File: src/hw/pips_cfg.svh
// offsets, field positions, reset values and frame counts of the interrupt/power-save block
`ifndef PIPS_CFG_SVH
`define PIPS_CFG_SVH
// management register offsets
`define PIPS_REG_BASIC 5'h00
`define PIPS_REG_PSC 5'h11
`define PIPS_REG_ISA 5'h12
`define PIPS_REG_ISB 5'h13
// basic_control fields
`define PIPS_BC_SWRST 15
`define PIPS_BC_PWRDN 11
// power_save_and_int_control fields
`define PIPS_PSC_PS_EN 14
`define PIPS_PSC_SEL_HI 13
`define PIPS_PSC_SEL_LO 12
`define PIPS_PSC_INT_POL 2
`define PIPS_PSC_INT_EN 1
`define PIPS_PSC_INT_OE 0
// power-save select codes
`define PIPS_SEL_PWRDN 2'h1
`define PIPS_SEL_LP_ACT 2'h2
`define PIPS_SEL_LP_PAS 2'h3
// interrupt register layout: enables low byte, status high byte
`define PIPS_EN_HI 7
`define PIPS_EN_LO 0
`define PIPS_ST_HI 15
`define PIPS_ST_LO 8
// reset values
`define PIPS_BC_RST_VAL 16'h0000
`define PIPS_PSC_RST_VAL 16'h0000
`define PIPS_IEN_RST_VAL 8'h00
`define PIPS_IST_RST_VAL 8'h00
// management frame counts and opcodes
`define PIPS_PRE_LEN 6'h20
`define PIPS_HDR_LAST 4'hB
`define PIPS_DATA_LAST 4'hF
`define PIPS_OP_WR 2'h1
`define PIPS_OP_RD 2'h2
`endif

File: src/hw/pips_pkg.sv
// types shared by the interrupt/power-save controller and its management slave
package pips_pkg;
  // power state presented to the rest of the transceiver
  typedef enum logic [1:0] {PM_ACTIVE, PM_PWRDN, PM_LP_ACT, PM_LP_PAS} pips_pmode_t;
  // management frame phases
  typedef enum logic [2:0] {SP_PRE, SP_ST, SP_HDR, SP_TA, SP_DATA} pips_smi_ph_t;
  // one register access from the management slave
  typedef struct packed {
    logic rd;
    logic wr;
    logic [4:0] addr;
    logic [15:0] wdata;
  } pips_req_t;
  // controller state
  typedef struct packed {
    logic [15:0] basic;
    logic [15:0] psc;
    logic [7:0] en_a;
    logic [7:0] en_b;
    logic [7:0] st_a;
    logic [7:0] st_b;
    logic [1:0] pin_sync;
    pips_pmode_t mode;
    logic [15:0] rdata;
  } pips_ctrl_st_t;
  // management slave state
  typedef struct packed {
    logic [2:0] mdc_s;
    logic [1:0] mdio_s;
    pips_smi_ph_t ph;
    logic [5:0] ones;
    logic [3:0] cnt;
    logic [11:0] hdr;
    logic [15:0] sh;
    logic is_rd;
    logic oe;
    logic o;
    pips_req_t req;
  } pips_smi_st_t;
endpackage : pips_pkg

File: src/hw/pips_ctrl.sv
// interrupt signalling and power-save control, with its management slave
// Function
// - all interrupt sources disabled after reset
// - per-source enable bits in registers 0x12, 0x13
// - enabled event drives shared pin active asynchronously (low, or high when bit 2 set)
// - status registers show every pending interrupt
// - reading a status register clears its own pending bits, except events live in that read cycle
// - power-down by pin low or control bit 11
// - power-down keeps management access, interrupt latching and pin drive alive
// - bit 14 gates the power-save select field
// - select 01 down, 10 active-save, 11 passive-save
// - clearing select restores prior operating state
// - pin is power-down input unless bit 0 set
// - control register holds interrupt enable, polarity
`timescale 1ns/1ns
`default_nettype none
`include "pips_cfg.svh"
module pips_ctrl #(
  parameter logic [4:0] PHY_ADDR = 5'h01
) (
  // clock and reset
  input wire logic sys_clk,
  input wire logic rst,
  // management pins
  input wire logic mdc,
  input wire logic mdio_i,
  output logic mdio_o,
  output logic mdio_oe,
  // shared interrupt / power-down pin
  input wire logic pin_i,
  output logic pin_o,
  output logic pin_oe,
  // interrupt event levels from the transceiver core
  input wire logic [7:0] int_evt_a,
  input wire logic [7:0] int_evt_b,
  // power state to the core
  output var pips_pkg::pips_pmode_t pwr_mode,
  output logic core_pwr_dn
);
  import pips_pkg::*;

  pips_ctrl_st_t s, n;
  pips_req_t req;
  logic [7:0] set_a;
  logic [7:0] set_b;
  logic rd_a;
  logic rd_b;
  logic live;
  logic pend;
  logic int_act;
  logic pin_pd;
  logic [1:0] sel;

  //////////////////////////////////////////////////////////////////////////////
  // management slave
  pips_smi #(
    .PHY_ADDR(PHY_ADDR)
  ) u_smi (
    .sys_clk(sys_clk),
    .rst(rst),
    .mdc(mdc),
    .mdio_i(mdio_i),
    .mdio_o(mdio_o),
    .mdio_oe(mdio_oe),
    .req(req),
    .rd_data(s.rdata)
  );

  //////////////////////////////////////////////////////////////////////////////
  // interrupt sources and pin drive
  assign set_a = int_evt_a & s.en_a;
  assign set_b = int_evt_b & s.en_b;
  assign rd_a = req.rd && req.addr == `PIPS_REG_ISA;
  assign rd_b = req.rd && req.addr == `PIPS_REG_ISB;
  assign live = |set_a || |set_b;
  assign pend = |s.st_a || |s.st_b;
  // live term is combinational so the pin moves without waiting for a clock
  assign int_act = s.psc[`PIPS_PSC_INT_EN] && (live || pend);
  assign pin_oe = s.psc[`PIPS_PSC_INT_OE];
  assign pin_o = s.psc[`PIPS_PSC_INT_POL] ? int_act : !int_act;

  // power-down request from the pin, only while it is an input
  assign pin_pd = !s.psc[`PIPS_PSC_INT_OE] && !s.pin_sync[1];
  // select field is ignored unless the enable bit is set
  assign sel = s.psc[`PIPS_PSC_PS_EN] ?
               s.psc[`PIPS_PSC_SEL_HI:`PIPS_PSC_SEL_LO] : 2'h0;

  //////////////////////////////////////////////////////////////////////////////
  // next state: registers, sticky status, power mode
  always_comb begin
    n = s;
    n.pin_sync = {s.pin_sync[0], pin_i};
    // a new event in the read cycle survives the clear
    n.st_a = (s.st_a & ~{8{rd_a}}) | set_a;
    n.st_b = (s.st_b & ~{8{rd_b}}) | set_b;
    if (req.rd) begin
      case (req.addr)
        `PIPS_REG_BASIC: n.rdata = s.basic;
        `PIPS_REG_PSC: n.rdata = s.psc;
        `PIPS_REG_ISA: n.rdata = {s.st_a | set_a, s.en_a};
        `PIPS_REG_ISB: n.rdata = {s.st_b | set_b, s.en_b};
        default: n.rdata = 16'h0000;
      endcase
    end
    // writes stay live in every power state
    if (req.wr) begin
      case (req.addr)
        `PIPS_REG_BASIC: begin
          // software reset only returns this register to default
          if (req.wdata[`PIPS_BC_SWRST]) begin
            n.basic = `PIPS_BC_RST_VAL;
          end else begin
            n.basic = req.wdata;
          end
        end
        `PIPS_REG_PSC: n.psc = req.wdata;
        `PIPS_REG_ISA: n.en_a = req.wdata[`PIPS_EN_HI:`PIPS_EN_LO];
        `PIPS_REG_ISB: n.en_b = req.wdata[`PIPS_EN_HI:`PIPS_EN_LO];
        default: n.basic = s.basic;
      endcase
    end
    // power-down has priority over the energy-saving modes
    if (s.basic[`PIPS_BC_PWRDN] || pin_pd || sel == `PIPS_SEL_PWRDN) begin
      n.mode = PM_PWRDN;
    end else if (sel == `PIPS_SEL_LP_ACT) begin
      n.mode = PM_LP_ACT;
    end else if (sel == `PIPS_SEL_LP_PAS) begin
      n.mode = PM_LP_PAS;
    end else begin
      n.mode = PM_ACTIVE;
    end
  end

  // state register; enables clear on reset so no source reaches the pin
  always_ff @(posedge sys_clk or posedge rst) begin
    if (rst) begin
      s.basic <= `PIPS_BC_RST_VAL;
      s.psc <= `PIPS_PSC_RST_VAL;
      s.en_a <= `PIPS_IEN_RST_VAL;
      s.en_b <= `PIPS_IEN_RST_VAL;
      s.st_a <= `PIPS_IST_RST_VAL;
      s.st_b <= `PIPS_IST_RST_VAL;
      s.pin_sync <= 2'h3;
      s.mode <= PM_ACTIVE;
      s.rdata <= 16'h0000;
    end else begin
      s <= n;
    end
  end

  // core keeps its state while gated, so it resumes where it stopped
  assign pwr_mode = s.mode;
  assign core_pwr_dn = s.mode == PM_PWRDN;
endmodule : pips_ctrl
`default_nettype wire

File: src/hw/pips_smi.sv
// serial management interface slave: frame decode, register read and write strobes
`timescale 1ns/1ns
`default_nettype none
`include "pips_cfg.svh"
module pips_smi #(
  parameter logic [4:0] PHY_ADDR = 5'h01
) (
  // clock and reset
  input wire logic sys_clk,
  input wire logic rst,
  // management pins
  input wire logic mdc,
  input wire logic mdio_i,
  output logic mdio_o,
  output logic mdio_oe,
  // register side
  output var pips_pkg::pips_req_t req,
  input wire logic [15:0] rd_data
);
  import pips_pkg::*;

  pips_smi_st_t s, n;
  logic edge_r;
  logic bit_v;
  logic [11:0] full;

  assign edge_r = s.mdc_s[1] && !s.mdc_s[2]; // rising mdc, synchronised
  assign bit_v = s.mdio_s[1];
  assign full = {s.hdr[10:0], bit_v};

  //////////////////////////////////////////////////////////////////////////////
  // frame state machine, advanced once per mdc rising edge
  always_comb begin
    n = s;
    n.mdc_s = {s.mdc_s[1:0], mdc};
    n.mdio_s = {s.mdio_s[0], mdio_i};
    n.req.rd = 1'b0; // strobes last one cycle
    n.req.wr = 1'b0;
    if (edge_r) begin
      unique case (s.ph)
        SP_PRE: begin
          if (bit_v) begin
            n.ones = (s.ones == `PIPS_PRE_LEN) ? s.ones : s.ones + 6'h01;
          end else if (s.ones == `PIPS_PRE_LEN) begin
            n.ph = SP_ST;
          end else begin
            n.ones = 6'h00;
          end
        end
        SP_ST: begin
          n.ones = 6'h00;
          n.cnt = 4'h0;
          n.ph = bit_v ? SP_HDR : SP_PRE;
        end
        SP_HDR: begin
          n.hdr = full;
          n.cnt = s.cnt + 4'h1;
          if (s.cnt == `PIPS_HDR_LAST) begin
            n.cnt = 4'h0;
            n.req.addr = full[4:0];
            n.is_rd = (full[11:10] == `PIPS_OP_RD);
            // frames for another address or opcode are dropped
            if (full[9:5] == PHY_ADDR && full[11:10] == `PIPS_OP_RD) begin
              n.req.rd = 1'b1;
              n.ph = SP_TA;
            end else if (full[9:5] == PHY_ADDR && full[11:10] == `PIPS_OP_WR) begin
              n.ph = SP_TA;
            end else begin
              n.ph = SP_PRE;
            end
          end
        end
        SP_TA: begin
          n.cnt = s.cnt + 4'h1;
          if (s.cnt == 4'h0) begin
            n.oe = s.is_rd;
            n.o = 1'b0;
          end else begin
            n.cnt = 4'h0;
            n.o = rd_data[15];
            n.sh = {rd_data[14:0], 1'b0};
            n.ph = SP_DATA;
          end
        end
        SP_DATA: begin
          n.cnt = s.cnt + 4'h1;
          if (s.is_rd) begin
            n.o = s.sh[15];
            n.sh = {s.sh[14:0], 1'b0};
          end else begin
            n.sh = {s.sh[14:0], bit_v};
          end
          if (s.cnt == `PIPS_DATA_LAST) begin
            n.oe = 1'b0;
            n.o = 1'b0;
            n.cnt = 4'h0;
            n.ph = SP_PRE;
            n.req.wr = !s.is_rd;
            n.req.wdata = {s.sh[14:0], bit_v};
          end
        end
      endcase
    end
  end

  // state register
  always_ff @(posedge sys_clk or posedge rst) begin
    if (rst) begin
      s <= '0;
    end else begin
      s <= n;
    end
  end

  assign mdio_o = s.o;
  assign mdio_oe = s.oe;
  assign req = s.req;
endmodule : pips_smi
`default_nettype wire

File: config.mk
export PLATFORM = sky130hd
export DESIGN_NAME = pips_ctrl
export DESIGN_NICKNAME = d
export VERILOG_FILES = /design/src/hw/pips_pkg.sv /design/src/hw/pips_ctrl.sv /design/src/hw/pips_smi.sv
export VERILOG_INCLUDE_DIRS = /design/src /design/src/hw
export SDC_FILE = /design/constraint.sdc
export NUM_CORES = 1
export LEC_CHECK = 0
export ABC_CLOCK_PERIOD_IN_PS = 2300
export BUFFER_PORTS_ARGS = -buffer_cell sky130_fd_sc_hd__buf_2
export CORE_ASPECT_RATIO = 1.4
export CORE_MARGIN = 3
export CORE_UTILIZATION = 56
export CTS_BUF_LIST = sky130_fd_sc_hd__clkbuf_16
export CTS_CLUSTER_SIZE = 14
export DETAILED_ROUTE_END_ITERATION = 16
export GPL_TIMING_DRIVEN = 1
export HOLD_SLACK_MARGIN = 0.12
export PLACE_DENSITY = 0.76
export SLEW_MARGIN = 20
export SYNTH_ARGS = -nofsm -noshare
export SYNTH_HDL_FRONTEND = slang
export SYNTH_HIERARCHICAL = 1
export SYNTH_SLANG_ARGS = --single-unit
File: constraint.sdc
create_clock -name sys_clk -period 2.3 [get_ports sys_clk]
set_input_delay 0.115 -clock sys_clk [delete_from_list [all_inputs] [get_ports sys_clk]]
set_output_delay 0.115 -clock sys_clk [all_outputs]
set_load 0.02 [all_outputs]
* Word-level counts from Yosys, hierarchy flattened *
Index checks and enable logic that the tools add are counted.

cells by class
  add/sub/neg operators = 2
  equal/unequal tests = 25
  mux-type cells = 42
  bitwise gates (word level) = 10
  reduce and logical (&&, ||, !) cells = 40

operator list
  kind                                                   number
  one-hot mux 16 bit (4 select lines)                    1
  two-way mux 16 bit                                     3
  bitwise AND 8 bit                                      4
  bitwise OR 8 bit                                       4
  one-hot mux 16 bit (2 select lines)                    1
  OR reduction 8 bit                                     4
  two-way mux 23 bit                                     1
  two-way mux 6 bit                                      3
  two-way mux 2 bit                                      8
  NOT 8 bit                                              2
  one-hot mux 4 bit (4 select lines)                     1
  equality test 5 bit, second input constant             3
  two-way mux 15 bit                                     1
  two-way mux 3 bit                                      5
  one-hot mux 3 bit (5 select lines)                     1
  AND reduction 3 bit                                    5
  two-way mux 4 bit                                      3
  one-hot mux 6 bit (2 select lines)                     1
  AND reduction 2 bit                                    6
  two-way mux 1 bit                                      10
  two-way mux 5 bit                                      2
  equality test 4 bit, second input constant             2
  inequality test 2 x 1 -> 1 bit, second input constant  4
  logical AND 1 bit                                      7
  other kinds (21)                                       37

word-level totals
  flip-flop bits (word level) = 155
  logic and storage cells = 142

* Logic depth before layout (Yosys ltp) *
Gate-level depths: netlist (run 1).

  depth after elaboration = 7
  mapped depth = 8

* Modules after synthesis *
The synthesis (run 1) kept the hierarchy.

by module, submodules not included
  module     times used  cells each  area each (um^2)
  pips_ctrl  1           309         3629.7
  pips_smi   1           307         3437.0

* Worst setup path after synthesis (run 1) *
No wires, ideal clock.

  path kind = reg-to-reg
  start point = register u_smi/s[54] in the netlist's numbering
  end point = register u_smi/s[27] in the netlist's numbering
  arrival = 1.722 ns
  slack = 0.454 ns
  cell stages (with the launch flop) = 8
  buffers on the path = 1
  period minus slack after synthesis = 1.846 ns
  cells stage by stage = dfrtp_1 inv_1 ha_1 nor3b_1 nor3_1 o21ai_2 buf_2 mux2_2

on the way
  cells in the longest elaborated chain, start to end = 3

RTL lines
  what                             RTL line         RTL
  from (decl)                      pips_smi.sv:22   pips_smi_st_t s, n;
  from (signal assigned)           pips_smi.sv:111  s <= n;
  logical NOT 4 bit                pips_smi.sv:75   if (s.cnt == 4'h0) begin
  inequality test 2 bit (no line)  -
  AND reduction 3 bit (no line)    -

No other way between the ends.
A chain may end at the register's enable or synchronous reset.

==> results of run 1 <==
registers in the layout (all words and copies together) (netlist names):
| name | count |
|---|---|
| u_smi/req | 23 |
| pin_oe | 1 |
| pwr_mode | 2 |
| s | 79 |
| u_smi/mdio_oe | 1 |
| u_smi/s | 31 |
| u_smi/full | 11 |
| u_smi/mdio_o | 1 |
| u_smi/n | 3 |
| n | 1 |
| u_smi/bit_v | 1 |
stage by stage:
stage,setup slack [ns],instance area [um^2],hold slack (ns),utilization,total power [mW]
6_report,0.108,7950,0.300,0.659,5.45
5_1_grt,0.0157,7950,0.332,0.659,5.64
4_1_cts,0.0365,7920,0.319,0.657,5.49
3_5_place_dp,0.215,7180,0.211,0.595,2.92
3_3_place_gp,0.267,7180,0.208,0.595,2.91
2_1_floorplan,0.0515,7070,0.119,-,2.86
Yosys cell counts (4+ instances only):
cell type | n | area [um^2]
sky130_fd_sc_hd__nor2b_1 | 5 | 31.3
sky130_fd_sc_hd__a222oi_1 | 8 | 80.1
sky130_fd_sc_hd__clkbuf_1 | 8 | 30.0
sky130_fd_sc_hd__a21boi_0 | 5 | 37.5
sky130_fd_sc_hd__buf_2 | 9 | 45.0
sky130_fd_sc_hd__nand4_1 | 4 | 25.0
sky130_fd_sc_hd__nor2_1 | 14 | 52.6
sky130_fd_sc_hd__o22ai_1 | 19 | 119
sky130_fd_sc_hd__nor3_1 | 6 | 30.0
sky130_fd_sc_hd__nand3_1 | 9 | 45.0
sky130_fd_sc_hd__mux2_2 | 63 | 709
sky130_fd_sc_hd__buf_4 | 27 | 203
sky130_fd_sc_hd__o2bb2ai_1 | 8 | 70.1
sky130_fd_sc_hd__a22o_1 | 16 | 140
sky130_fd_sc_hd__nand2_1 | 78 | 293
sky130_fd_sc_hd__mux2_1 | 17 | 191
sky130_fd_sc_hd__a211oi_1 | 7 | 52.6
sky130_fd_sc_hd__buf_6 | 5 | 56.3
sky130_fd_sc_hd__o21ai_0 | 29 | 145
sky130_fd_sc_hd__a21oi_1 | 19 | 95.1
sky130_fd_sc_hd__inv_1 | 28 | 105
sky130_fd_sc_hd__ha_1 | 4 | 50.1
sky130_fd_sc_hd__nand2b_1 | 19 | 119
sky130_fd_sc_hd__dfrtp_1 | 152 | 3800
where the power goes:
group | internal (mW) | switching, mW | total [mW]
Combinational | 0.0605 | 0.0930 | 0.154
Sequential | 2.72 | 0.0142 | 2.74
Clock | 1.39 | 1.17 | 2.56
Total | 4.18 | 1.28 | 5.45
repair_timing:
item	in CTS	in global routing
pin swaps	0	1
gates resized for setup	1	5
buffers inserted	0	1
endpoints found under the hold margin	81	0
endpoints found under the setup margin	1	1
hold buffers	20	0
per-layer routing:
metal,share of wire,track usage
met1,0.40,0.272
met2,0.53,0.372
met3,0.043,0.0518
met4,0.027,0.104
met5,0,0
layout make-up:
cell class	count	share of cell area
inverter	28	0.0134
tap	147	0.0231
sequential	154	0.485
timing repair buffer	62	0.0595
clock inverter	15	0.0150
multi-input combinational	383	0.350
clock buffer	17	0.0535
worst paths after layout:
kind / startpoint / endpoint / cells after the start
setup reg to reg: u_smi/req[19] / s[47] / 4
max in group asynchronous: rst / n[19] / 4
hold reg to reg: u_smi/n[70] / u_smi/n[71] / 0
hold / removal: rst / u_smi/req[7] / 3
setup / recovery: s[39] / pin_o / 6
min in group sys_clk: mdc / u_smi/n[70] / 2
worst register-to-register path, stage by stage, from the launching register on:
cell and delay [ns]:
sky130_fd_sc_hd__dfrtp_1 0.41, sky130_fd_sc_hd__nor3b_2 0.36, sky130_fd_sc_hd__and3b_1 0.49, sky130_fd_sc_hd__nand2_1 0.36, sky130_fd_sc_hd__mux2_2 0.37
cells by family after synthesis:
group / count (synthesis)
and+or+nand+nor: 160
DFF: 154
xor gates and xnor gates: 4
muxes: 80
buffers and inverters: 79
adders and majority gates: 4
AOI/OAI and AO/OA: 135
==> flow_results.org, run 1 <==
** Status
- Outcome :: finished, final reports clean

** Yosys
- Basic-gate share of the synthesized area counting and, or, nand and nor cells :: 0.116
- Of the total synthesized cell area, the portion taken by XOR and XNOR cells is 0.00496.
- Number of enable flip-flop cells after synthesis :: 0
- After synthesis, the mean cell area works out to 11.5 um^2.
- Of the total synthesized cell area, the portion taken by full adders, half adders and majority gates is 0.00708.
- The share of the synthesized area in compound gates (AO/OA/AOI/OAI) is 0.136.
- Of the post-synthesis cell area, the part taken by muxes is 0.127.
- Async set-reset flop share out of synthesis :: 1.00
- Number of warnings reported in the yosys synthesis log :: 6
- The synthesized design contains 154 register bits.
- Top flip-flop cell by instance count after synthesis :: sky130_fd_sc_hd__dfrtp_1
- By area, the combinational part of the netlist is dominated by compound AO/OA/AOI/OAI gates.
- The cell count after synthesis came out at 616.
- Synthesis instantiated 63 different standard cells from the library.
- Register area share after synthesis :: 0.546
- Post-Syn Area :: 0.00707 mm^2
- The number of nets in the synthesized netlist is 641.

** Timing
- Post-route fraction of the period consumed by the critical path :: 0.953
- Hold violation count in the final report :: 0
- The count of final max-slew check failures came to 0.
- Setup repair after global routing left no endpoint under its margin.
- Final setup fails :: 0
- Sum of negative setup slack :: 0 ns
- Worst setup skew after layout :: 0.0113 ns
- Derived from the worst setup path, the maximum achievable clock frequency is 456 MHz.
- Max_slew headroom :: 0.533
- For the finished layout, the period the worst path requires is 2.19 ns.
- For the pin with the worst max-slew slack, the measured transition is 0.700 ns.

** Detailed routing
- In the final routed layout, each cell accounts on average for 18.6 um.
- Number of iterations in the first detailed-routing pass :: 6
- The detail route stage leaves a number of antenna-violating nets equal to 0.
- After the first detailed-routing iteration, the DRC count stood at 346.
- Dividing the detail-routed via count by the number of cells gives 6.01.
- Detailed routing inserted a total of 4,848 vias.
- After detailed routing, the number of remaining DRC violations is 0.
- Final wirelength :: 15,000 um

** Die
- The floorplan step defined a die boundary enclosing 0.0140 mm^2.
- Row generation in the floorplan step produced 47 rows.
- Count of boundary I/O pins :: 28
- Core region area :: 0.0121 mm^2
- Die span in y :: 139 um
- Effective utilization at floorplan :: 0.586
- In this run the horizontal extent of the chip is 101 um.

** Clocking
- After clock tree synthesis, the clock-pin slew on the worst setup and hold paths is 0.07 ns.
- The clock drives 154 sinks.
- TritonCTS built the clock tree.
- The root buffer cell chosen for the clock tree is sky130_fd_sc_hd__clkbuf_16.
- TritonCTS created 17 clock buffers.
- The H-tree was split into 4 levels.
- In this run the deepest clock path goes through 2 buffers.
- Clock latency on the worst-skew pair, taken at its later pin, is 0.42 ns.

** Place
- Cell count after placement :: 753
- Input and output buffers added on the ports amount to 27.
- Summed over all nets, the half-perimeter wirelength after detailed placement is 10,500 um.
- Final weighted congestion in routability-driven placement :: 0.886

** Setup path
- Type of origin of the critical path :: flop
- The worst setup path is captured at an output pin.
- Critical-path cell with the highest stage delay :: sky130_fd_sc_hd__dfrtp_1
- Critical path data required time :: 2.18 ns
- Worst-path maximum fanout :: 4
- Critical path arrival :: 2.08 ns
- Counting both buffers and inverters, the worst setup path holds a total of 1.
- Traced cell by cell, the critical path runs through a21oi_2, nand4_1, or2_2, o31ai_1, xor2_1, buf_2.
- The kind of cell with the highest combined delay along the critical path is compound AO/OA/AOI/OAI gates.
- In this design, the stage delay of the slowest critical-path cell is 0.44 ns.
- Class of the most critical setup path :: reg -> out
- Setup slack on the worst reg-to-reg path comes out at 0.20 ns.

** Hold path
- Type of the tightest min-delay check :: in -> async

** Layout
- In the final layout, the multi-input gates occupy 0.00279 mm^2.
- Leaving out fill and tap cells, the most frequent cells in the layout are 152 x sky130_fd_sc_hd__dfrtp_1, 78 x sky130_fd_sc_hd__nand2_1, 63 x sky130_fd_sc_hd__mux2_2.
- Area delta synth->final :: 12.5%
- Net count, final :: 671
- The number of antenna diodes in the final layout is 0.
- Filler instances :: 874
- Non-filler cells, final :: 806
- Leaving out fill and tap cells, the most frequent cell in the layout is sky130_fd_sc_hd__dfrtp_1.
- In the final layout, the share of cells above drive strength 1 is 0.240.
- Summing all flip-flop and latch instances after layout gives 0.00386 mm^2.

** Run
- Max-cap violations in this run came to 0.

** Global routing
- Pin count of the biggest net entering global routing :: 47
- Number of antenna violations at the first check in global routing :: 0
- Gr usage total :: 0.223
- The number of global-route vias before repair was 4,959.
- Sum of overflow across all layers after global routing :: 0
- First-pass GRT wire length :: 24,600 um

** Power and ir drop
- The worst-case IR drop observed on VDD is 0.425 mV.
- Power density over cell area :: 686 mW/mm^2
- Summed over all cells, the static leakage comes to 3.81 nW.
No activity file was read; power rests on OpenSTA's default activity.
==> run 2, diff against run 1 <==
--- a/config.mk
+++ b/config.mk
@@ -11,3 +11,3 @@
 export CORE_ASPECT_RATIO = 1.4
-export CORE_MARGIN = 3
+export CORE_MARGIN = 1.5
 export CORE_UTILIZATION = 56
==> constraint.sdc (replaced) <==
create_clock -name sys_clk -period 2.3 [get_ports sys_clk]
set_input_delay 0.23 -clock sys_clk [delete_from_list [all_inputs] [get_ports sys_clk]]
set_output_delay 0.23 -clock sys_clk [all_outputs]
set_load 0.02 [all_outputs]
==> flow_results.org, run 2 (synthesis results as in run 1) <==
** Status
- Outcome: finished, final reports clean (unchanged).

** Power and ir drop
- The switching component of the power came to 1.23 mW (was 1.28 mW).
- The total power after layout is 5.84 mW (was 5.45 mW).
- The fraction of power spent switching nets is 0.210 (was 0.234).
- Gate power share :: 0.028 (about the same)
- The leakage dissipation was 3.91 nW (was 3.81 nW).
- Clock network power share :: 0.502 (was 0.470)
- Worst vdd rail ir drop :: 0.499 mV (was 0.425 mV)
- Sequential share of power :: 0.469 (was 0.502)
- Power density over cell area :: 715 mW/mm^2 (was 686 mW/mm^2)
- The internal power contribution came to 4.61 mW (was 4.18 mW).

** Setup path
- Worst R2R Setup Slack :: 0.31 ns (was 0.20 ns)
- The kind of end point of the critical path is an output pin (unchanged).
- The logic depth of the worst register-to-register path came to 4 (unchanged).
- The sort of element at the start of the critical path is a primary input (was flop).
- The required time reported for the critical path endpoint came to 2.07 ns (was 2.18 ns).
- Reg-to-Reg Start :: u_smi/req[19] (unchanged)
- Critical path arrival :: 2.05 ns (was 2.08 ns)
- The biggest fanout along the worst timing path came to 2 (was 4).
- The endpoint of the worst-slack reg-to-reg timing path is s[49] (was s[47]).
- The critical path class was in -> out (was reg -> out).

** Detailed routing
- The routed length per instance came to 19.2 um (was 18.6 um).
- The total via count in the routed design is 4,990 (was 4,848).
- The final routed DRC violation total came to 0 (unchanged).
- Final wirelength :: 15,700 um (was 15,000 um)
- The number of nets with antenna violations after detailed routing is 0 (unchanged).
- The iteration count of the initial detailed-routing pass was 5 (was 6).
- Number of violations reported at the end of detailed-routing iteration 0 :: 334 (was 346)
- The via density per instance was 6.10 (was 6.01).

** Global routing
- The initial antenna violation count came to 0 (unchanged).
- Pin count of the biggest net entering global routing :: 72 (was 47)
- Sum of overflow across all layers after global routing :: 0 (unchanged)
- First-pass GRT wire length :: 25,400 um (was 24,600 um)
- Gr usage total :: 0.246 (was 0.223)
- Vias in the first global route :: 5,011 (was 4,959)

** Timing
- The post-route fraction of the period consumed by the critical path came to 0.992 (was 0.953).
- The number of hold-slack violations in the final timing report is 0 (unchanged).
- Final setup fails :: 0 (unchanged)
- Worst hold margin :: 0.301 ns (was 0.300 ns)
- Measured slew at the worst slew-check pin :: 0.680 ns (was 0.700 ns)
- The clock period minus final worst setup slack is 2.28 ns (was 2.19 ns).
- Slew Viols, Final :: 0 (unchanged)
- The worst clock skew came to 0.00645 ns (was 0.0113 ns).
- The worst slew slack as a fraction of its limit is 0.546 (was 0.533).
- The highest achievable clock rate came to 438 MHz (was 456 MHz).

** Layout
- Total inserted antenna cells :: 0 (unchanged)
- The number of nets in the finished design came to 680 (was 671).
- The largest register by flop count was s (unchanged).
- The area growth from synthesis to layout came to 15.5% (was 12.5%).
- Highest-count cells in the layout ignoring fill and taps :: 151 x sky130_fd_sc_hd__dfrtp_1, 78 x sky130_fd_sc_hd__nand2_1, 63 x sky130_fd_sc_hd__mux2_2 (was 152 x sky130_fd_sc_hd__dfrtp_1, 78 x sky130_fd_sc_hd__nand2_1, 63 x sky130_fd_sc_hd__mux2_2)
- Max FFs per register :: 79 (unchanged)
- The share of layout cells above drive strength 1 came to 0.262 (was 0.240).
- Leading cell type in the layout, fill and taps excluded :: sky130_fd_sc_hd__dfrtp_1 (unchanged)

** Die
- The width of the die is 97.9 um (was 101 um).
- The standard cell core area came to 0.0123 mm^2 (was 0.0121 mm^2).
- The total number of placement rows came to 48 (was 47).
- Die span in y :: 136 um (was 139 um)
- Count of boundary I/O pins :: 28 (unchanged)
- The effective utilization at floorplan is 0.574 (was 0.586).
- Die ar. :: 0.0133 mm^2 (was 0.0140 mm^2)

** Hold path
- The class of the tightest hold or removal check was in -> reg (was in -> async).
- For hold timing, the worst endpoint is s[9].
- The worst hold path begins at int_evt_b[1].
- Along the worst hold path, the cell count comes to 5.

** Run
- The max-cap check violation count came to 0 (unchanged).

** Clocking
- The H-tree level count is 4 (unchanged).
- The clock-pin slew on the worst setup and hold paths came to 0.06 ns (was 0.07 ns).
- Insertion delay of the later-clocked pin in the worst-skew pair :: 0.42 ns (about the same)
- Root Driver :: sky130_fd_sc_hd__clkbuf_16 (unchanged)
- The number of clock sinks came to 154 (unchanged).
- The clock tree from TritonCTS was yes (unchanged).
- The worst-case clock buffer depth is 2 (unchanged).
- Cts bufs inserted :: 17 (unchanged)

** Place
- Number of port buffers :: 27 (unchanged)
- The last weighted congestion value of the routability-driven placer came to 0.895 (was 0.886).
- HPWL Detailed :: 10,800 um (was 10,500 um)
run 2: metal layers:
| metal | vias to the layer above | wire length, um | part of all wire | track usage |
|---|---|---|---|---|
| met4 | 0 | 685 | 0.044 | 0.140 |
| met2 | 173 | 8120 | 0.52 | 0.414 |
| met1 | 2504 | 6190 | 0.39 | 0.293 |
| met3 | 52 | 701 | 0.045 | 0.0530 |
| li1 | 2261 | - | - | - |
| met5 | - | 0 | 0 | 0 |
run 2: worst max-delay path: stages:
cell	delay (ns)
sky130_fd_sc_hd__dlygate4sd3_1	0.54
sky130_fd_sc_hd__buf_2	0.13
sky130_fd_sc_hd__a21oi_1	0.32
sky130_fd_sc_hd__nand4_1	0.22
sky130_fd_sc_hd__o31ai_4	0.26
sky130_fd_sc_hd__xor2_1	0.19
sky130_fd_sc_hd__buf_4	0.17
run 2: worst max-delay path by stage:
stage	slack, ns	end	startpoint	depth (start not counted)
6_report	0.02	pin_o	int_evt_b[5]	7
5_1_grt	-0.05	pin_o	s[44]	6
4_1_cts	0.002	pin_o	s[44]	6
3_5_place_dp	0.27	pin_o	s[48]	6
3_3_place_gp	0.30	pin_o	s[48]	6
2_1_floorplan	0.27	u_smi/bit_v	rst	1
run 2: timing repair:
action | in CTS | in global routing
hold buffers | 20 | 0
endpoints found under the setup margin | 1 | 1
pin swaps | 1 | 3
buffers inserted | 0 | 4
resized for setup | 5 | 13
hold endpoints to repair | 113 | 0
cloned | 0 | 0
run 2: cell type report:
class,instances,area [um^2]
Multi-Input combinational cell,383,2830
Inverter,28,109
Tap cell,150,188
Clock buffer,17,425
Fill cell,888,4150
Clock inverter,15,198
Timing Repair Buffer,71,556
Sequential cell,154,3860
run 2: per-stage QoR:
stage / setup slack (ns) / std cells / TNS [ns] / area, um^2 / utilization
global placement: 0.299 / 762 / 0 / 7240 / 0.588
global route: -0.0476 / 818 / -0.0476 / 8170 / 0.663
floorplan: 0.273 / 616 / 0 / 7070 / -
finish: 0.0188 / 818 / 0 / 8170 / 0.663
CTS: 0.00184 / 814 / 0 / 8080 / 0.657
detailed placement: 0.270 / 762 / 0 / 7240 / 0.588
run 2: power groups by stage:
stage          clock, mW  sequential (mW)  combinational, mW
2_1_floorplan          0             2.79             0.0753
3_3_place_gp           0             2.79              0.131
3_5_place_dp           0             2.79              0.138
4_1_cts             2.99             2.74              0.166
5_1_grt             3.10             2.74              0.186
6_report            2.93             2.74              0.165
==> run 3, diff against run 2 <==
Settings changed: RECOVER_POWER set to 50.
==> flow_results.org, run 3 (synthesis results as in run 1) <==
** Timing
- The clock period minus final worst setup slack came to 2.27 ns (was 2.28 ns).
- Hold violation count in the final report :: 0 (unchanged)
- Final setup fails :: 0 (unchanged)
- The post-route fraction of the period consumed by the critical path came to 0.985 (was 0.992).
- Slew Viols, Final :: 72 (was 0)
- Worst hold margin :: 0.297 ns (was 0.301 ns)
- The worst clock skew was 0.00480 ns (was 0.00645 ns).
- Max_slew headroom :: -0.0413 (was 0.546)
- Highest Clock Rate :: 441 MHz (was 438 MHz)
- The slew at the pin with the worst max-slew slack is 1.56 ns (was 0.680 ns).

** Global routing
- The initial antenna violation count is 0 (unchanged).
- Gr usage total :: 0.246 (unchanged)
- The maximum number of pins on one net before global-route repair is 72 (unchanged).
- First-pass GRT wire length :: 25,400 um (unchanged)
- The number of global-route vias before repair came to 5,011 (unchanged).
- Sum of overflow across all layers after global routing :: 0 (unchanged)

** Layout
- Filler instances :: 897 (was 888)
- Reg with most FFs :: s (unchanged)
- Highest-count cells in the layout ignoring fill and taps: 151 x sky130_fd_sc_hd__dfrtp_1, 78 x sky130_fd_sc_hd__nand2_1, 63 x sky130_fd_sc_hd__mux2_2 (unchanged).
- Share of final-layout standard cells stronger than drive strength 1 :: 0.257 (was 0.262)
- The area growth from synthesis to layout came to 14.8% (was 15.5%).
- Net count, final :: 680 (unchanged)
- Leading cell type in the layout, fill and taps excluded :: sky130_fd_sc_hd__dfrtp_1 (unchanged)
- The number of flip-flops under the largest register name is 79 (unchanged).
- Total inserted antenna cells :: 0 (unchanged)

** Setup path
- Family with the most delay on the worst path :: buffers and inverters (unchanged)
- The total buffers and inverters traversed by the critical path is 3 (unchanged).
- The required time reported for the critical path endpoint was 2.07 ns (about the same).
- Worst R2R Setup Slack :: 0.31 ns (about the same)
- Worst-path cell chain :: dlygate4sd3_1, buf_2, a21oi_1, nand4_1, o31ai_4, xor2_1, buf_4 (unchanged)
- Class of the most critical setup path :: in -> out (unchanged)
- Path depth of the worst reg2reg path :: 4 (unchanged)
- Critical path arrival :: 2.04 ns (was 2.05 ns)
- R2R Path End :: s[49] (unchanged)
- The critical register-to-register path startpoint was u_smi/req[19] (unchanged).
- The launch point of the critical path is int_evt_b[5] (unchanged).
- Number of gates on the worst path with buffers counted :: 7 (unchanged)
- The biggest fanout along the worst timing path came to 2 (unchanged).
- Critical-path cell with the highest stage delay :: sky130_fd_sc_hd__dlygate4sd3_1 (unchanged)
- The stage delay of the slowest cell on the critical path is 0.54 ns (about the same).
- The kind of end point of the critical path is an output pin (unchanged).
- The sort of element at the start of the critical path is a primary input (unchanged).

** Die
- Die ar. :: 0.0133 mm^2 (unchanged)
- The total I/O pin count was 28 (unchanged).
- The width of the die is 97.9 um (unchanged).
- The effective utilization at floorplan is 0.574 (unchanged).
- The total number of placement rows was 48 (unchanged).
- Die span in y :: 136 um (unchanged)
- Core region area :: 0.0123 mm^2 (unchanged)

** Detailed routing
- Number of violations reported at the end of detailed-routing iteration 0 :: 350 (was 334)
- Remaining antenna violation count after routing :: 0 (unchanged)
- The via density per instance was 6.07 (was 6.10).
- Drt wl/cell :: 19.2 um (about the same)
- Total DRC errors in the routed layout :: 0 (unchanged)
- The total via count in the routed design came to 4,965 (was 4,990).
- The total routed wirelength was 15,700 um (about the same).
- The iteration count of the initial detailed-routing pass was 6 (was 5).

** Hold path
- The endpoint of the worst hold path was s[9] (unchanged).
- The class of the tightest hold or removal check is in -> reg (unchanged).
- The critical hold path startpoint is int_evt_b[1] (unchanged).
- The hold path depth came to 5 (unchanged).

** Place
- Final weighted congestion in routability-driven placement :: 0.895 (unchanged)
- The half-perimeter wire length after placement came to 10,800 um (unchanged).
- Number of port buffers :: 27 (unchanged)

** Clocking
- H-tree lvl count :: 4 (unchanged)
- Root Driver :: sky130_fd_sc_hd__clkbuf_16 (unchanged)
- The clock tree from TritonCTS is yes (unchanged).
- Clock transition at the register clock pins on the worst setup and hold paths after CTS :: 0.06 ns (about the same)
- The source-to-sink clock delay at the later pin of the worst-skew pair is 0.42 ns (about the same).
- Clk sink count :: 154 (unchanged)
- The worst-case clock buffer depth came to 2 (unchanged).
- Cts bufs inserted :: 17 (unchanged)

** Status
- Outcome: finished, violations left (was finished, final reports clean).
- The checks that failed: max-capacitance violations, max-slew violations.

** Power and ir drop
- Worst vdd rail ir drop :: 0.499 mV (about the same)
- The leakage dissipation is 3.88 nW (was 3.91 nW).
- Overall power consumption :: 5.83 mW (was 5.84 mW)
- Power density over cell area :: 718 mW/mm^2 (was 715 mW/mm^2)

** Run
- The max-cap check violation count is 1 (was 0).
-- run 3: changes by cell type in the layout (fill, tap and decap cells not counted) --
cell | before | now
sky130_fd_sc_hd__buf_4 | 22 | 21
sky130_fd_sc_hd__clkinvlp_2 | 0 | 1
sky130_fd_sc_hd__clkbuf_1 | 0 | 2
sky130_fd_sc_hd__buf_12 | 3 | 0
sky130_fd_sc_hd__clkinvlp_4 | 3 | 2
sky130_fd_sc_hd__inv_2 | 1 | 0
sky130_fd_sc_hd__clkbuf_2 | 0 | 2
sky130_fd_sc_hd__clkinv_1 | 1 | 2
-- run 3: worst register-to-register path: cells and delay by family (launching register included) --
kind,cells,cell delay (ns)
AND/OR/NAND/NOR,3,1.08
multiplexers,1,0.38
flip-flops,1,0.40
-- run 3: power breakdown --
part           internal (mW)  switching [mW]  total, mW  leakage, nW
sequential              2.73          0.0143       2.74         2.09
combinational         0.0560          0.0974      0.153         1.49
clock                   1.82            1.11       2.93        0.301
total                   4.60            1.23       5.83         3.88
-- run 3: layer usage --
| layer | GRT usage | wire length, um |
|---|---|---|
| met1 | 0.293 | 6360 |
| met3 | 0.0530 | 626 |
| met2 | 0.414 | 8100 |
| met5 | 0 | 0 |
| met4 | 0.140 | 653 |
-- run 3: cell type report --
class	count	area, um^2	share of cell area
Sequential cell	154	3860	0.475
Timing Repair Buffer	71	505	0.0623
Inverter	28	106	0.0131
Clock inverter	15	198	0.0244
Clock buffer	17	425	0.0524
Tap cell	150	188	0.0231
Multi-Input combinational cell	383	2830	0.349
-- run 3: how the worst max path moves through the flow --
stage | slack [ns] | endpoint
final | 0.03 | pin_o
after global routing | -0.05 | pin_o
after CTS | 0.002 | pin_o
after detailed placement | 0.27 | pin_o
after global placement | 0.30 | pin_o
after floorplan | 0.27 | u_smi/bit_v
-- run 3: per-stage QoR --
stage / utilization / setup WS [ns] / cell area (um^2) / cells / setup TNS [ns]
floorplan: - / 0.273 / 7070 / 616 / 0
global placement: 0.588 / 0.299 / 7240 / 762 / 0
detailed placement: 0.588 / 0.270 / 7240 / 762 / 0
CTS: 0.657 / 0.00184 / 8080 / 814 / 0
global route: 0.659 / -0.0476 / 8110 / 818 / -0.0476
finish: 0.659 / 0.0345 / 8110 / 818 / 0
-- run 3: what timing repair did --
item	4_1_cts	5_1_grt
setup buffers	0	4
pin swaps	1	3
setup endpoints to repair	1	1
hold buffers	20	0
gates resized for setup	5	13
hold endpoints to repair	113	0
